File: src/common/jtidr_defines.svh
// jtidr_defines.svh: offsets, codes, field positions and counts of the
// test access port instruction decode and identification register.
// assumes: included by bare name from the package and the design file.
`ifndef JTIDR_DEFINES_SVH
`define JTIDR_DEFINES_SVH

// ----------------------------------------------------------------------
// instruction register
// ----------------------------------------------------------------------
`define JT_IR_W        8
`define JT_OP_EXTEST   8'h00
`define JT_OP_IDCODE   8'h21
`define JT_OP_SAMPLE   8'h05
`define JT_OP_CLAMP    8'h07
`define JT_OP_HIGHZ    8'h03
`define JT_OP_BYPASS   8'hFF
`define JT_IR_CAPT     8'h01

// ----------------------------------------------------------------------
// identification word layout
// ----------------------------------------------------------------------
`define JT_ID_W        32
`define JT_ID_REV_MSB  31
`define JT_ID_REV_LSB  28
`define JT_ID_DEV_MSB  27
`define JT_ID_DEV_LSB  12
`define JT_ID_MFR_MSB  11
`define JT_ID_MFR_LSB  1
`define JT_ID_PRESENT  1'b1

// ----------------------------------------------------------------------
// sizes and the bypass capture value
// ----------------------------------------------------------------------
`define JT_BSR_LEN     121
`define JT_BSR_OUTS    40
`define JT_FIFO_DEPTH  4
`define JT_BYP_CAPT    1'b0

`endif

File: src/common/jtidr_pkg.sv
// jtidr_pkg: types of the scan port design; the bench does not use them.
// assumes: jtidr_defines.svh is on the include path.
`include "jtidr_defines.svh"

package jtidr_pkg;

  // ----------------------------------------------------------------------
  // tap controller states
  // ----------------------------------------------------------------------
  typedef enum logic [3:0] {
    TAP_RESET  = 4'h0,
    TAP_IDLE   = 4'h1,
    TAP_SEL_DR = 4'h2,
    TAP_CAP_DR = 4'h3,
    TAP_SH_DR  = 4'h4,
    TAP_EX1_DR = 4'h5,
    TAP_PA_DR  = 4'h6,
    TAP_EX2_DR = 4'h7,
    TAP_UP_DR  = 4'h8,
    TAP_SEL_IR = 4'h9,
    TAP_CAP_IR = 4'hA,
    TAP_SH_IR  = 4'hB,
    TAP_EX1_IR = 4'hC,
    TAP_PA_IR  = 4'hD,
    TAP_EX2_IR = 4'hE,
    TAP_UP_IR  = 4'hF
  } jtidr_tap_t;

  // ----------------------------------------------------------------------
  // link pins, carried together through the synchroniser
  // ----------------------------------------------------------------------
  typedef struct packed {
    logic tck;
    logic tms;
    logic tdi;
  } jtidr_link_t;

endpackage : jtidr_pkg

File: src/rtl/jtidr_top.sv
// jtidr_top: scan port of a memory device: tap controller, instruction
// decode, bypass, identification and boundary registers, pad control.
// assumes: one system clock much faster than the test clock; test clock,
// mode select and data in arrive from a board-level scan controller.
`timescale 1ns/1ps
`include "jtidr_defines.svh"

// ----------------------------------------------------------------------
// small fifo, one word per push, valid and ready on both sides
// ----------------------------------------------------------------------
module jtidr_fifo #(
  parameter int W = 1,
  parameter int D = `JT_FIFO_DEPTH
) (
  input  wire logic         clk,
  input  wire logic         rst_b,
  input  wire logic         in_valid,
  output logic              in_ready,
  input  wire logic [W-1:0] in_data,
  output logic              out_valid,
  input  wire logic         out_ready,
  output logic [W-1:0]      out_data
);
  localparam int AW = (D > 1) ? $clog2(D) : 1;

  typedef struct packed {
    logic [D-1:0][W-1:0] mem;
    logic [AW-1:0]       wp;
    logic [AW-1:0]       rp;
    logic [AW:0]         cnt;
  } jtidr_fifo_st_t;

  jtidr_fifo_st_t s_r;
  jtidr_fifo_st_t s_nxt;
  logic           push;
  logic           pop;

  // full and empty come straight from the fill count
  assign in_ready  = (s_r.cnt != (AW+1)'(D));
  assign out_valid = (s_r.cnt != '0);
  assign out_data  = s_r.mem[s_r.rp];
  assign push      = in_valid & in_ready;
  assign pop       = out_valid & out_ready;

  // pointers wrap at depth, so any depth works, not only powers of two
  always_comb begin
    s_nxt = s_r;
    if (push) begin
      s_nxt.mem[s_r.wp] = in_data;
      s_nxt.wp = (s_r.wp == AW'(D-1)) ? '0 : s_r.wp + 1'b1;
    end
    if (pop) s_nxt.rp = (s_r.rp == AW'(D-1)) ? '0 : s_r.rp + 1'b1;
    if (push && !pop) s_nxt.cnt = s_r.cnt + 1'b1;
    else if (pop && !push) s_nxt.cnt = s_r.cnt - 1'b1;
  end

  // state register
  always_ff @(posedge clk or negedge rst_b) begin
    if (!rst_b) begin
      s_r <= '0;
    end else begin
      s_r <= s_nxt;
    end
  end
endmodule : jtidr_fifo

module jtidr_top #(
  parameter int          BSR_LEN = `JT_BSR_LEN,
  parameter int          NO      = `JT_BSR_OUTS,
  parameter logic [3:0]  ID_REV  = 4'h1,     // arbitrary value
  parameter logic [15:0] ID_DEV  = 16'h1234, // arbitrary value
  parameter logic [10:0] ID_MFR  = 11'h055   // arbitrary value
) (
  input  wire logic            SYS_CLK,
  input  wire logic            RST_B,
  input  wire logic            TCK,
  input  wire logic            TMS,
  input  wire logic            TDI,
  output logic                 TDO,
  output logic                 TDO_OE_B,
  input  wire logic [BSR_LEN-NO-1:0] PIN_IN,
  input  wire logic [NO-1:0]   CORE_OUT,
  input  wire logic [NO-1:0]   CORE_OE_B,
  output logic [NO-1:0]        PAD_OUT,
  output logic [NO-1:0]        PAD_OE_B,
  output logic [`JT_IR_W-1:0]  IR_CUR
);
  localparam int NI = BSR_LEN - NO;

  // ----------------------------------------------------------------------
  // state of the whole port
  // ----------------------------------------------------------------------
  typedef struct packed {
    jtidr_pkg::jtidr_link_t lk1;   // first synchroniser stage
    jtidr_pkg::jtidr_link_t lk2;   // second synchroniser stage
    logic                   tck_d; // previous synchronised test clock
    logic [NI-1:0]          pin1;
    logic [NI-1:0]          pin2;
    logic                   pend;  // rising edge waiting for fifo room
    jtidr_pkg::jtidr_tap_t  tap;
    logic [`JT_IR_W-1:0]    ir;
    logic [`JT_IR_W-1:0]    ir_sr;
    logic                   byp;
    logic [`JT_ID_W-1:0]    id_sr;
    logic [BSR_LEN-1:0]     bsr;
    logic [NO-1:0]          upd;   // boundary output latches
    logic                   tdo;
    logic                   tdo_oe_b;
    logic [NO-1:0]          pad_out;
    logic [NO-1:0]          pad_oe_b;
  } jtidr_st_t;

  jtidr_st_t s_r;
  jtidr_st_t s_nxt;

  logic rise;
  logic fall;
  logic go;
  logic sel_bsr;
  logic sel_id;
  logic drive_bsr;
  logic push;
  logic push_bit;
  logic fifo_ready;
  logic fifo_valid;
  logic fifo_bit;
  logic pop;

  // ----------------------------------------------------------------------
  // hard-wired identification word
  // ----------------------------------------------------------------------
  localparam logic [`JT_ID_W-1:0] ID_WORD =
    {ID_REV, ID_DEV, ID_MFR, `JT_ID_PRESENT};

  // ----------------------------------------------------------------------
  // edge detection on the synchronised test clock
  // ----------------------------------------------------------------------
  // both edges are seen two system clocks late; mode and data are delayed
  // by the same stages, so they stay aligned with the clock edges
  assign rise = s_r.lk2.tck & ~s_r.tck_d;
  assign fall = ~s_r.lk2.tck & s_r.tck_d;
  // an edge held back by a full fifo is replayed, never dropped
  assign go   = (rise | s_r.pend) & fifo_ready;

  // ----------------------------------------------------------------------
  // instruction decode
  // ----------------------------------------------------------------------
  // only extest and sample use the boundary register, only idcode the id
  // register; clamp, highz, bypass and every reserved code get the bypass
  always_comb begin
    sel_bsr   = 1'b0;
    sel_id    = 1'b0;
    drive_bsr = 1'b0;
    if (s_r.ir == `JT_OP_EXTEST) begin
      sel_bsr   = 1'b1;
      drive_bsr = 1'b1;
    end else if (s_r.ir == `JT_OP_SAMPLE) begin
      sel_bsr   = 1'b1;
    end else if (s_r.ir == `JT_OP_IDCODE) begin
      sel_id    = 1'b1;
    end else if (s_r.ir == `JT_OP_CLAMP) begin
      drive_bsr = 1'b1;
    end
  end

  // ----------------------------------------------------------------------
  // tap controller next state
  // ----------------------------------------------------------------------
  function automatic jtidr_pkg::jtidr_tap_t tap_next(
    input jtidr_pkg::jtidr_tap_t st,
    input logic                  tms
  );
    jtidr_pkg::jtidr_tap_t n;
    n = st;
    case (st)
      jtidr_pkg::TAP_RESET:
        n = tms ? jtidr_pkg::TAP_RESET  : jtidr_pkg::TAP_IDLE;
      jtidr_pkg::TAP_IDLE:
        n = tms ? jtidr_pkg::TAP_SEL_DR : jtidr_pkg::TAP_IDLE;
      jtidr_pkg::TAP_SEL_DR:
        n = tms ? jtidr_pkg::TAP_SEL_IR : jtidr_pkg::TAP_CAP_DR;
      jtidr_pkg::TAP_CAP_DR:
        n = tms ? jtidr_pkg::TAP_EX1_DR : jtidr_pkg::TAP_SH_DR;
      jtidr_pkg::TAP_SH_DR:
        n = tms ? jtidr_pkg::TAP_EX1_DR : jtidr_pkg::TAP_SH_DR;
      jtidr_pkg::TAP_EX1_DR:
        n = tms ? jtidr_pkg::TAP_UP_DR  : jtidr_pkg::TAP_PA_DR;
      jtidr_pkg::TAP_PA_DR:
        n = tms ? jtidr_pkg::TAP_EX2_DR : jtidr_pkg::TAP_PA_DR;
      jtidr_pkg::TAP_EX2_DR:
        n = tms ? jtidr_pkg::TAP_UP_DR  : jtidr_pkg::TAP_SH_DR;
      jtidr_pkg::TAP_UP_DR:
        n = tms ? jtidr_pkg::TAP_SEL_DR : jtidr_pkg::TAP_IDLE;
      jtidr_pkg::TAP_SEL_IR:
        n = tms ? jtidr_pkg::TAP_RESET  : jtidr_pkg::TAP_CAP_IR;
      jtidr_pkg::TAP_CAP_IR:
        n = tms ? jtidr_pkg::TAP_EX1_IR : jtidr_pkg::TAP_SH_IR;
      jtidr_pkg::TAP_SH_IR:
        n = tms ? jtidr_pkg::TAP_EX1_IR : jtidr_pkg::TAP_SH_IR;
      jtidr_pkg::TAP_EX1_IR:
        n = tms ? jtidr_pkg::TAP_UP_IR  : jtidr_pkg::TAP_PA_IR;
      jtidr_pkg::TAP_PA_IR:
        n = tms ? jtidr_pkg::TAP_EX2_IR : jtidr_pkg::TAP_PA_IR;
      jtidr_pkg::TAP_EX2_IR:
        n = tms ? jtidr_pkg::TAP_UP_IR  : jtidr_pkg::TAP_SH_IR;
      jtidr_pkg::TAP_UP_IR:
        n = tms ? jtidr_pkg::TAP_SEL_DR : jtidr_pkg::TAP_IDLE;
      default: n = jtidr_pkg::TAP_RESET;
    endcase
    return n;
  endfunction : tap_next

  // ----------------------------------------------------------------------
  // next state of the port
  // ----------------------------------------------------------------------
  always_comb begin
    s_nxt       = s_r;
    push        = 1'b0;
    push_bit    = 1'b0;
    pop         = 1'b0;
    // synchronisers: stage one feeds stage two and nothing else
    s_nxt.lk1   = '{tck: TCK, tms: TMS, tdi: TDI};
    s_nxt.lk2   = s_r.lk1;
    s_nxt.tck_d = s_r.lk2.tck;
    // pin values may move during capture; the synchroniser keeps them
    // clean but cannot make such a sample repeatable
    s_nxt.pin1  = PIN_IN;
    s_nxt.pin2  = s_r.pin1;
    s_nxt.pend  = (rise | s_r.pend) & ~fifo_ready;

    // rising test clock: register actions of the current state
    if (go) begin
      case (s_r.tap)
        jtidr_pkg::TAP_CAP_DR: begin
          if (sel_bsr) begin
            s_nxt.bsr = {s_r.pin2, s_r.pad_out};
          end else if (sel_id) begin
            s_nxt.id_sr = ID_WORD;
          end else begin
            s_nxt.byp = `JT_BYP_CAPT;
          end
        end
        jtidr_pkg::TAP_SH_DR: begin
          if (sel_bsr) begin
            s_nxt.bsr = {s_r.lk2.tdi, s_r.bsr[BSR_LEN-1:1]};
          end else if (sel_id) begin
            s_nxt.id_sr = {s_r.lk2.tdi, s_r.id_sr[`JT_ID_W-1:1]};
          end else begin
            s_nxt.byp = s_r.lk2.tdi;
          end
        end
        jtidr_pkg::TAP_UP_DR: if (sel_bsr) s_nxt.upd = s_r.bsr[NO-1:0];
        jtidr_pkg::TAP_CAP_IR: s_nxt.ir_sr = `JT_IR_CAPT;
        jtidr_pkg::TAP_SH_IR: begin
          s_nxt.ir_sr = {s_r.lk2.tdi, s_r.ir_sr[`JT_IR_W-1:1]};
        end
        jtidr_pkg::TAP_UP_IR: s_nxt.ir = s_r.ir_sr;
        default: s_nxt.ir = s_r.ir;
      endcase
      s_nxt.tap = tap_next(s_r.tap, s_r.lk2.tms);
      // idcode is loaded on the very rise that enters or holds reset
      if (s_nxt.tap == jtidr_pkg::TAP_RESET) s_nxt.ir = `JT_OP_IDCODE;

      // queue the bit that sits at the outgoing end after this edge
      if (s_nxt.tap == jtidr_pkg::TAP_SH_IR) begin
        push     = 1'b1;
        push_bit = s_nxt.ir_sr[0];
      end else if (s_nxt.tap == jtidr_pkg::TAP_SH_DR) begin
        push     = 1'b1;
        push_bit = sel_bsr ? s_nxt.bsr[0]
                 : (sel_id ? s_nxt.id_sr[0] : s_nxt.byp);
      end
    end

    // falling test clock: serial out is driven only in the shift states
    if (fall) begin
      if (s_r.tap == jtidr_pkg::TAP_SH_IR ||
          s_r.tap == jtidr_pkg::TAP_SH_DR) begin
        pop = 1'b1;
        if (fifo_valid) s_nxt.tdo = fifo_bit;
        s_nxt.tdo_oe_b = 1'b0;
      end else begin
        s_nxt.tdo_oe_b = 1'b1;
      end
    end

    // pads follow the current instruction, not the one being shifted
    if (s_r.ir == `JT_OP_HIGHZ) begin
      s_nxt.pad_out  = CORE_OUT;
      s_nxt.pad_oe_b = '1;
    end else if (drive_bsr) begin
      s_nxt.pad_out  = s_r.upd;
      s_nxt.pad_oe_b = '0;
    end else begin
      s_nxt.pad_out  = CORE_OUT;
      s_nxt.pad_oe_b = CORE_OE_B;
    end
  end

  // ----------------------------------------------------------------------
  // state register
  // ----------------------------------------------------------------------
  // power-up puts the tap in reset with idcode loaded and serial out off
  always_ff @(posedge SYS_CLK or negedge RST_B) begin
    if (!RST_B) begin
      s_r          <= '0;
      s_r.tap      <= jtidr_pkg::TAP_RESET;
      s_r.ir       <= `JT_OP_IDCODE;
      s_r.tdo_oe_b <= 1'b1;
      s_r.pad_oe_b <= '1;
    end else begin
      s_r <= s_nxt;
    end
  end

  // ----------------------------------------------------------------------
  // serial out queue
  // ----------------------------------------------------------------------
  // decouples the shift on the rising edge from the drive on the falling
  // edge; it holds one bit in normal use, a full queue stalls the tap
  jtidr_fifo #(
    .W (1),
    .D (`JT_FIFO_DEPTH)
  ) u_fifo (
    .clk       (SYS_CLK),
    .rst_b     (RST_B),
    .in_valid  (push),
    .in_ready  (fifo_ready),
    .in_data   (push_bit),
    .out_valid (fifo_valid),
    .out_ready (pop),
    .out_data  (fifo_bit)
  );

  // outputs straight from the state register
  assign TDO      = s_r.tdo;
  assign TDO_OE_B = s_r.tdo_oe_b;
  assign PAD_OUT  = s_r.pad_out;
  assign PAD_OE_B = s_r.pad_oe_b;
  assign IR_CUR   = s_r.ir;
endmodule : jtidr_top

File: config.mk
export PLATFORM = sky130hd
export DESIGN_NAME = jtidr_top
export DESIGN_NICKNAME = d
export VERILOG_FILES = /design/src/common/jtidr_pkg.sv /design/src/rtl/jtidr_top.sv
export VERILOG_INCLUDE_DIRS = /design/src /design/src/common
export SDC_FILE = /design/constraint.sdc
export NUM_CORES = 1
export LEC_CHECK = 0
export BUFFER_PORTS_ARGS = -buffer_cell sky130_fd_sc_hd__buf_2
export CAP_MARGIN = 20
export CORE_MARGIN = 2
export CORE_UTILIZATION = 61
export CTS_CLUSTER_DIAMETER = 200
export DETAILED_ROUTE_END_ITERATION = 8
export HOLD_SLACK_MARGIN = 0.15
export PLACE_DENSITY = 0.84
export RECOVER_POWER = 50
export SYNTH_ARGS = -nofsm -noshare
export SYNTH_HDL_FRONTEND = slang
export SYNTH_SLANG_ARGS = --single-unit
File: constraint.sdc
create_clock -name SYS_CLK -period 6.9 [get_ports SYS_CLK]
set_input_delay 0.69 -clock SYS_CLK [delete_from_list [all_inputs] [get_ports SYS_CLK]]
set_output_delay 0.69 -clock SYS_CLK [all_outputs]
set_load 0.02 [all_outputs]
==> key figures <==
Outcome
  – Status: finished with violations
  – Failing checks: capacitance limit, slew limit

Timing
  – Setup-failing EPs final: 0
  – Final hold vios: 0
  – Setup_tns: 0 ns
  – Final Max Tran Viols: 330
  – Least-Margin Pin Slew: 3.49 ns
  – Clock tree skew after final layout: 0.0207 ns
  – RSZ-0062 raised after global routing: false
  – Tmin final: 4.07 ns
  – Final period utilization: 0.591
  – Slew margin rel.: -1.32
  – Max Fclk: roughly 250 MHz

Critical path
  – Setup CP Type: in2async
  – Largest fanout on the critical path: 155
  – WP data arrival: 3.92 ns
  – Slowest stage cell, crit path: clkbuf_2
  – Critical Path Sink Type: asynchronous set/reset pin
  – Crit-path leading delay family: buffers and inverters
  – Worst path max stage delay: roughly 2.5 ns
  – Worst endpoint required time: around 6.7 ns
  – Startpoint Class: input pin
  – Critical path, cell by cell: buf_8, clkbuf_2
  – WP buf/inv: 2

Die
  – Top-Level Pins: 256
  – Die footprint: 30,800 sq um
  – Core area: between 20,000 and 30,000 sq um
  – Die X: approximately 180 um
  – Std-Cell Rows: 62
  – Die Y: 176 um
  – Initial Util: 0.622

Clock network
  – CTS buffer count: 46
  – Num Clock Sinks: 477
  – Register clock-pin slew on the reported worst setup and hold paths: 0.06 ns
  – Clk buf depth: 3
  – Clock Latency Late Sink: between 0.5 and 0.6 ns
  – Setup Fix Bufs, Post-CTS: 0
  – CTS resizes: 0
  – Clk Tree Root Cell: clkbuf_16
  – CTS tree: done
  – H-tree levels: 2
  – Post-CTS Hold Buffers: 0

Logic synthesis
  – Mapped Cells: 1,419
  – Fraction of registers with async set/reset: 1.00
  – Commonest cells post-synth: 434 x dfrtp_1, 194 x nand2_1, 119 x a22oi_1
  – Mux contribution to synthesized area: 0.0554
  – Cell variety after synth: 59
  – Post-Syn Area: between 15,000 and 20,000 sq um
  – Top_reg_cell synth: dfrtp_1
  – Mapped Nets: 1,592
  – Biggest area consumer among synthesized cells: dfrtp_1
  – Most common cell in the netlist: dfrtp_1
  – Synth Area in Compound Gates: 0.125
  – Largest family of logic cells by synthesized area: compound AO/OA/AOI/OAI gates
  – Synth top area share: 0.605
  – Post-Synth Simple-Gate Area: 0.0732
  – Post-Synth XOR/XNOR Area: 0.00341
  – Post-Syn Area per Cell: between 10 and 15 sq um
  – Register bit total from synthesis: 477
  – Register area share after synthesis: 0.667
  – Synth Area in Adders: 0.00529
  – EDFF count, synth: 0
  – Largest cells by area after synthesis: dfrtp_1 60%, dfstp_2 6.3%, a22oi_1 5.0%
  – Yosys warnings: 0

Layout
  – Final Non-Filler Cells: a little under 2,000
  – Share of cells above drive strength 1: 0.290
  – Multi-input logic area: 4730 sq um
  – Area Overhead vs Synth: 12.9%
  – # fillers: approximately 1,900
  – Final nets: ~1,700
  – Seq. cell area: 12,000 sq um

Hold path
  – Tightest Hold Check Type: in2async

Placement
  – DP Cell Count: 1,886
  – # port buffers: 255
  – Final RePlAce weighted congestion: 0.813
  – Placed wire-length estimate: 19,900 um

Global route
  – GRT Residual Overflow: 0
  – Largest net degree at the start of global routing: between 150 and 200
  – Initial antenna violation count: 2
  – First-pass GRT wire length: 55,800 um
  – Number of global-route vias before repair: 11,000
  – Total GRT Usage: 0.224

Pwr
  – Peak supply drop: 0.000275 V
  – Cell Pwr Density: 381 nW/um^2
  – Leak: 9.32 nW

Route
  – Via density: roughly 5.5
  – Antenna Nets Post-Route: 0
  – DR vias: 10,900
  – DRC Markers: 0
  – DRT iter0 DRCs: 907
  – Final wirelength: 33,400 um
  – First-pass detailed-route iteration total: 5
  – Drt wl/cell: 16.9 um

Flow run
  – Max-Cap Viols: 3
## report_power, final
group / internal [mW] / total [mW] / switching, mW
Combinational: 0.575 / 1.50 / 0.920
Clock: 1.67 / 2.69 / 1.01
Sequential: 3.25 / 3.55 / 0.295
## registers in the layout, summed over array words and instances, names as in the netlist
name,flops
IR_CUR,8
PAD_OE_B,40
PAD_OUT,40
TDO,1
TDO_OE_B,1
s_nxt,85
s_r,291
u_fifo.s_r,11
## cell type report
cell class,count,share of cell area
flip-flops and latches,477,0.591
diodes,1,0.000123
well taps,384,0.0237
clock buffers,69,0.0655
clock inverters,15,0.0163
repair buffers,268,0.0680
multi-input cells,748,0.233
inverters,10,0.00185
## layout by cell type, fill, tap and decap left out, types with 4 or more instances in the layout
cell type / instances
a21oi_1: 14
a22oi_1: 119
a31oi_1: 11
buf_2: 247
buf_4: 9
bufinv_16: 9
clkbuf_1: 23
clkbuf_16: 47
clkbuf_8: 7
dfrtp_1: 434
dfstp_2: 43
ha_1: 6
inv_1: 10
mux2_1: 12
mux2_2: 73
nand2_1: 194
nand3_1: 29
nor2_1: 36
nor2b_1: 4
nor3_1: 14
o21a_1: 41
o21ai_0: 27
o21ai_1: 111
o31ai_1: 4
xor2_1: 5
## metal layers
layer	up-vias	GRT usage	share of wire
met5	-	0	0.00039
met4	2	0.0647	0.026
met3	69	0.0359	0.057
met2	369	0.374	0.49
met1	5407	0.308	0.43
li1	5092	-	-
## per-stage QoR
step                setup slack (ns)  instance area (sq um)  utilization  hold slack, ns  power (mW)
global route                    1.80                  20300        0.703           0.224        8.12
detailed placement              3.35                  18600        0.646           0.335        5.09
finish                          2.83                  20300        0.703           0.193        7.73
CTS                             3.33                  20300        0.703           0.229        7.81
floorplan                       4.33                  18000            -           0.331        4.82
global placement                3.38                  18600        0.646           0.333        5.02
## worst register-to-register path, cell delays in order (launching register included)
cell      delay, ns
dfrtp_1        0.91
and4bb_4       0.76
buf_4          0.92
nor3b_1        0.12
or3b_2         0.47
nand3_1        0.18
a31oi_1        0.11
## worst paths after layout
path                            cells after the start  slack, ns                   endpoint                 start
worst min-delay path                                1       0.19       s_r[217]$_DFFE_PN0P_                 RST_B
worst min register to register                      0       0.34         s_r[322]$_DFF_PN0_  s_nxt[322]$_DFF_PN0_
worst max register to register                      6       3.30  u_fifo.s_r[7]$_DFFE_PN0P_  s_r[292]$_DFFE_PN0P_
worst max-delay path                                2       2.83         s_r[301]$_DFF_PN0_                 RST_B
min in group SYS_CLK                                1       0.25       s_nxt[344]$_DFF_PN0_            PIN_IN[47]
max in group SYS_CLK                                6       3.30  u_fifo.s_r[7]$_DFFE_PN0P_  s_r[292]$_DFFE_PN0P_
## kinds of logic after synthesis
family	count (synthesis)
flip-flops	477
buffers and inverters	194
XOR/XNOR	7
AO/OA/AOI/OAI	347
adder cells (fa/ha/maj)	7
AND/OR/NAND/NOR	300
multiplexers	87
Power figures use the tool's default switching activity.
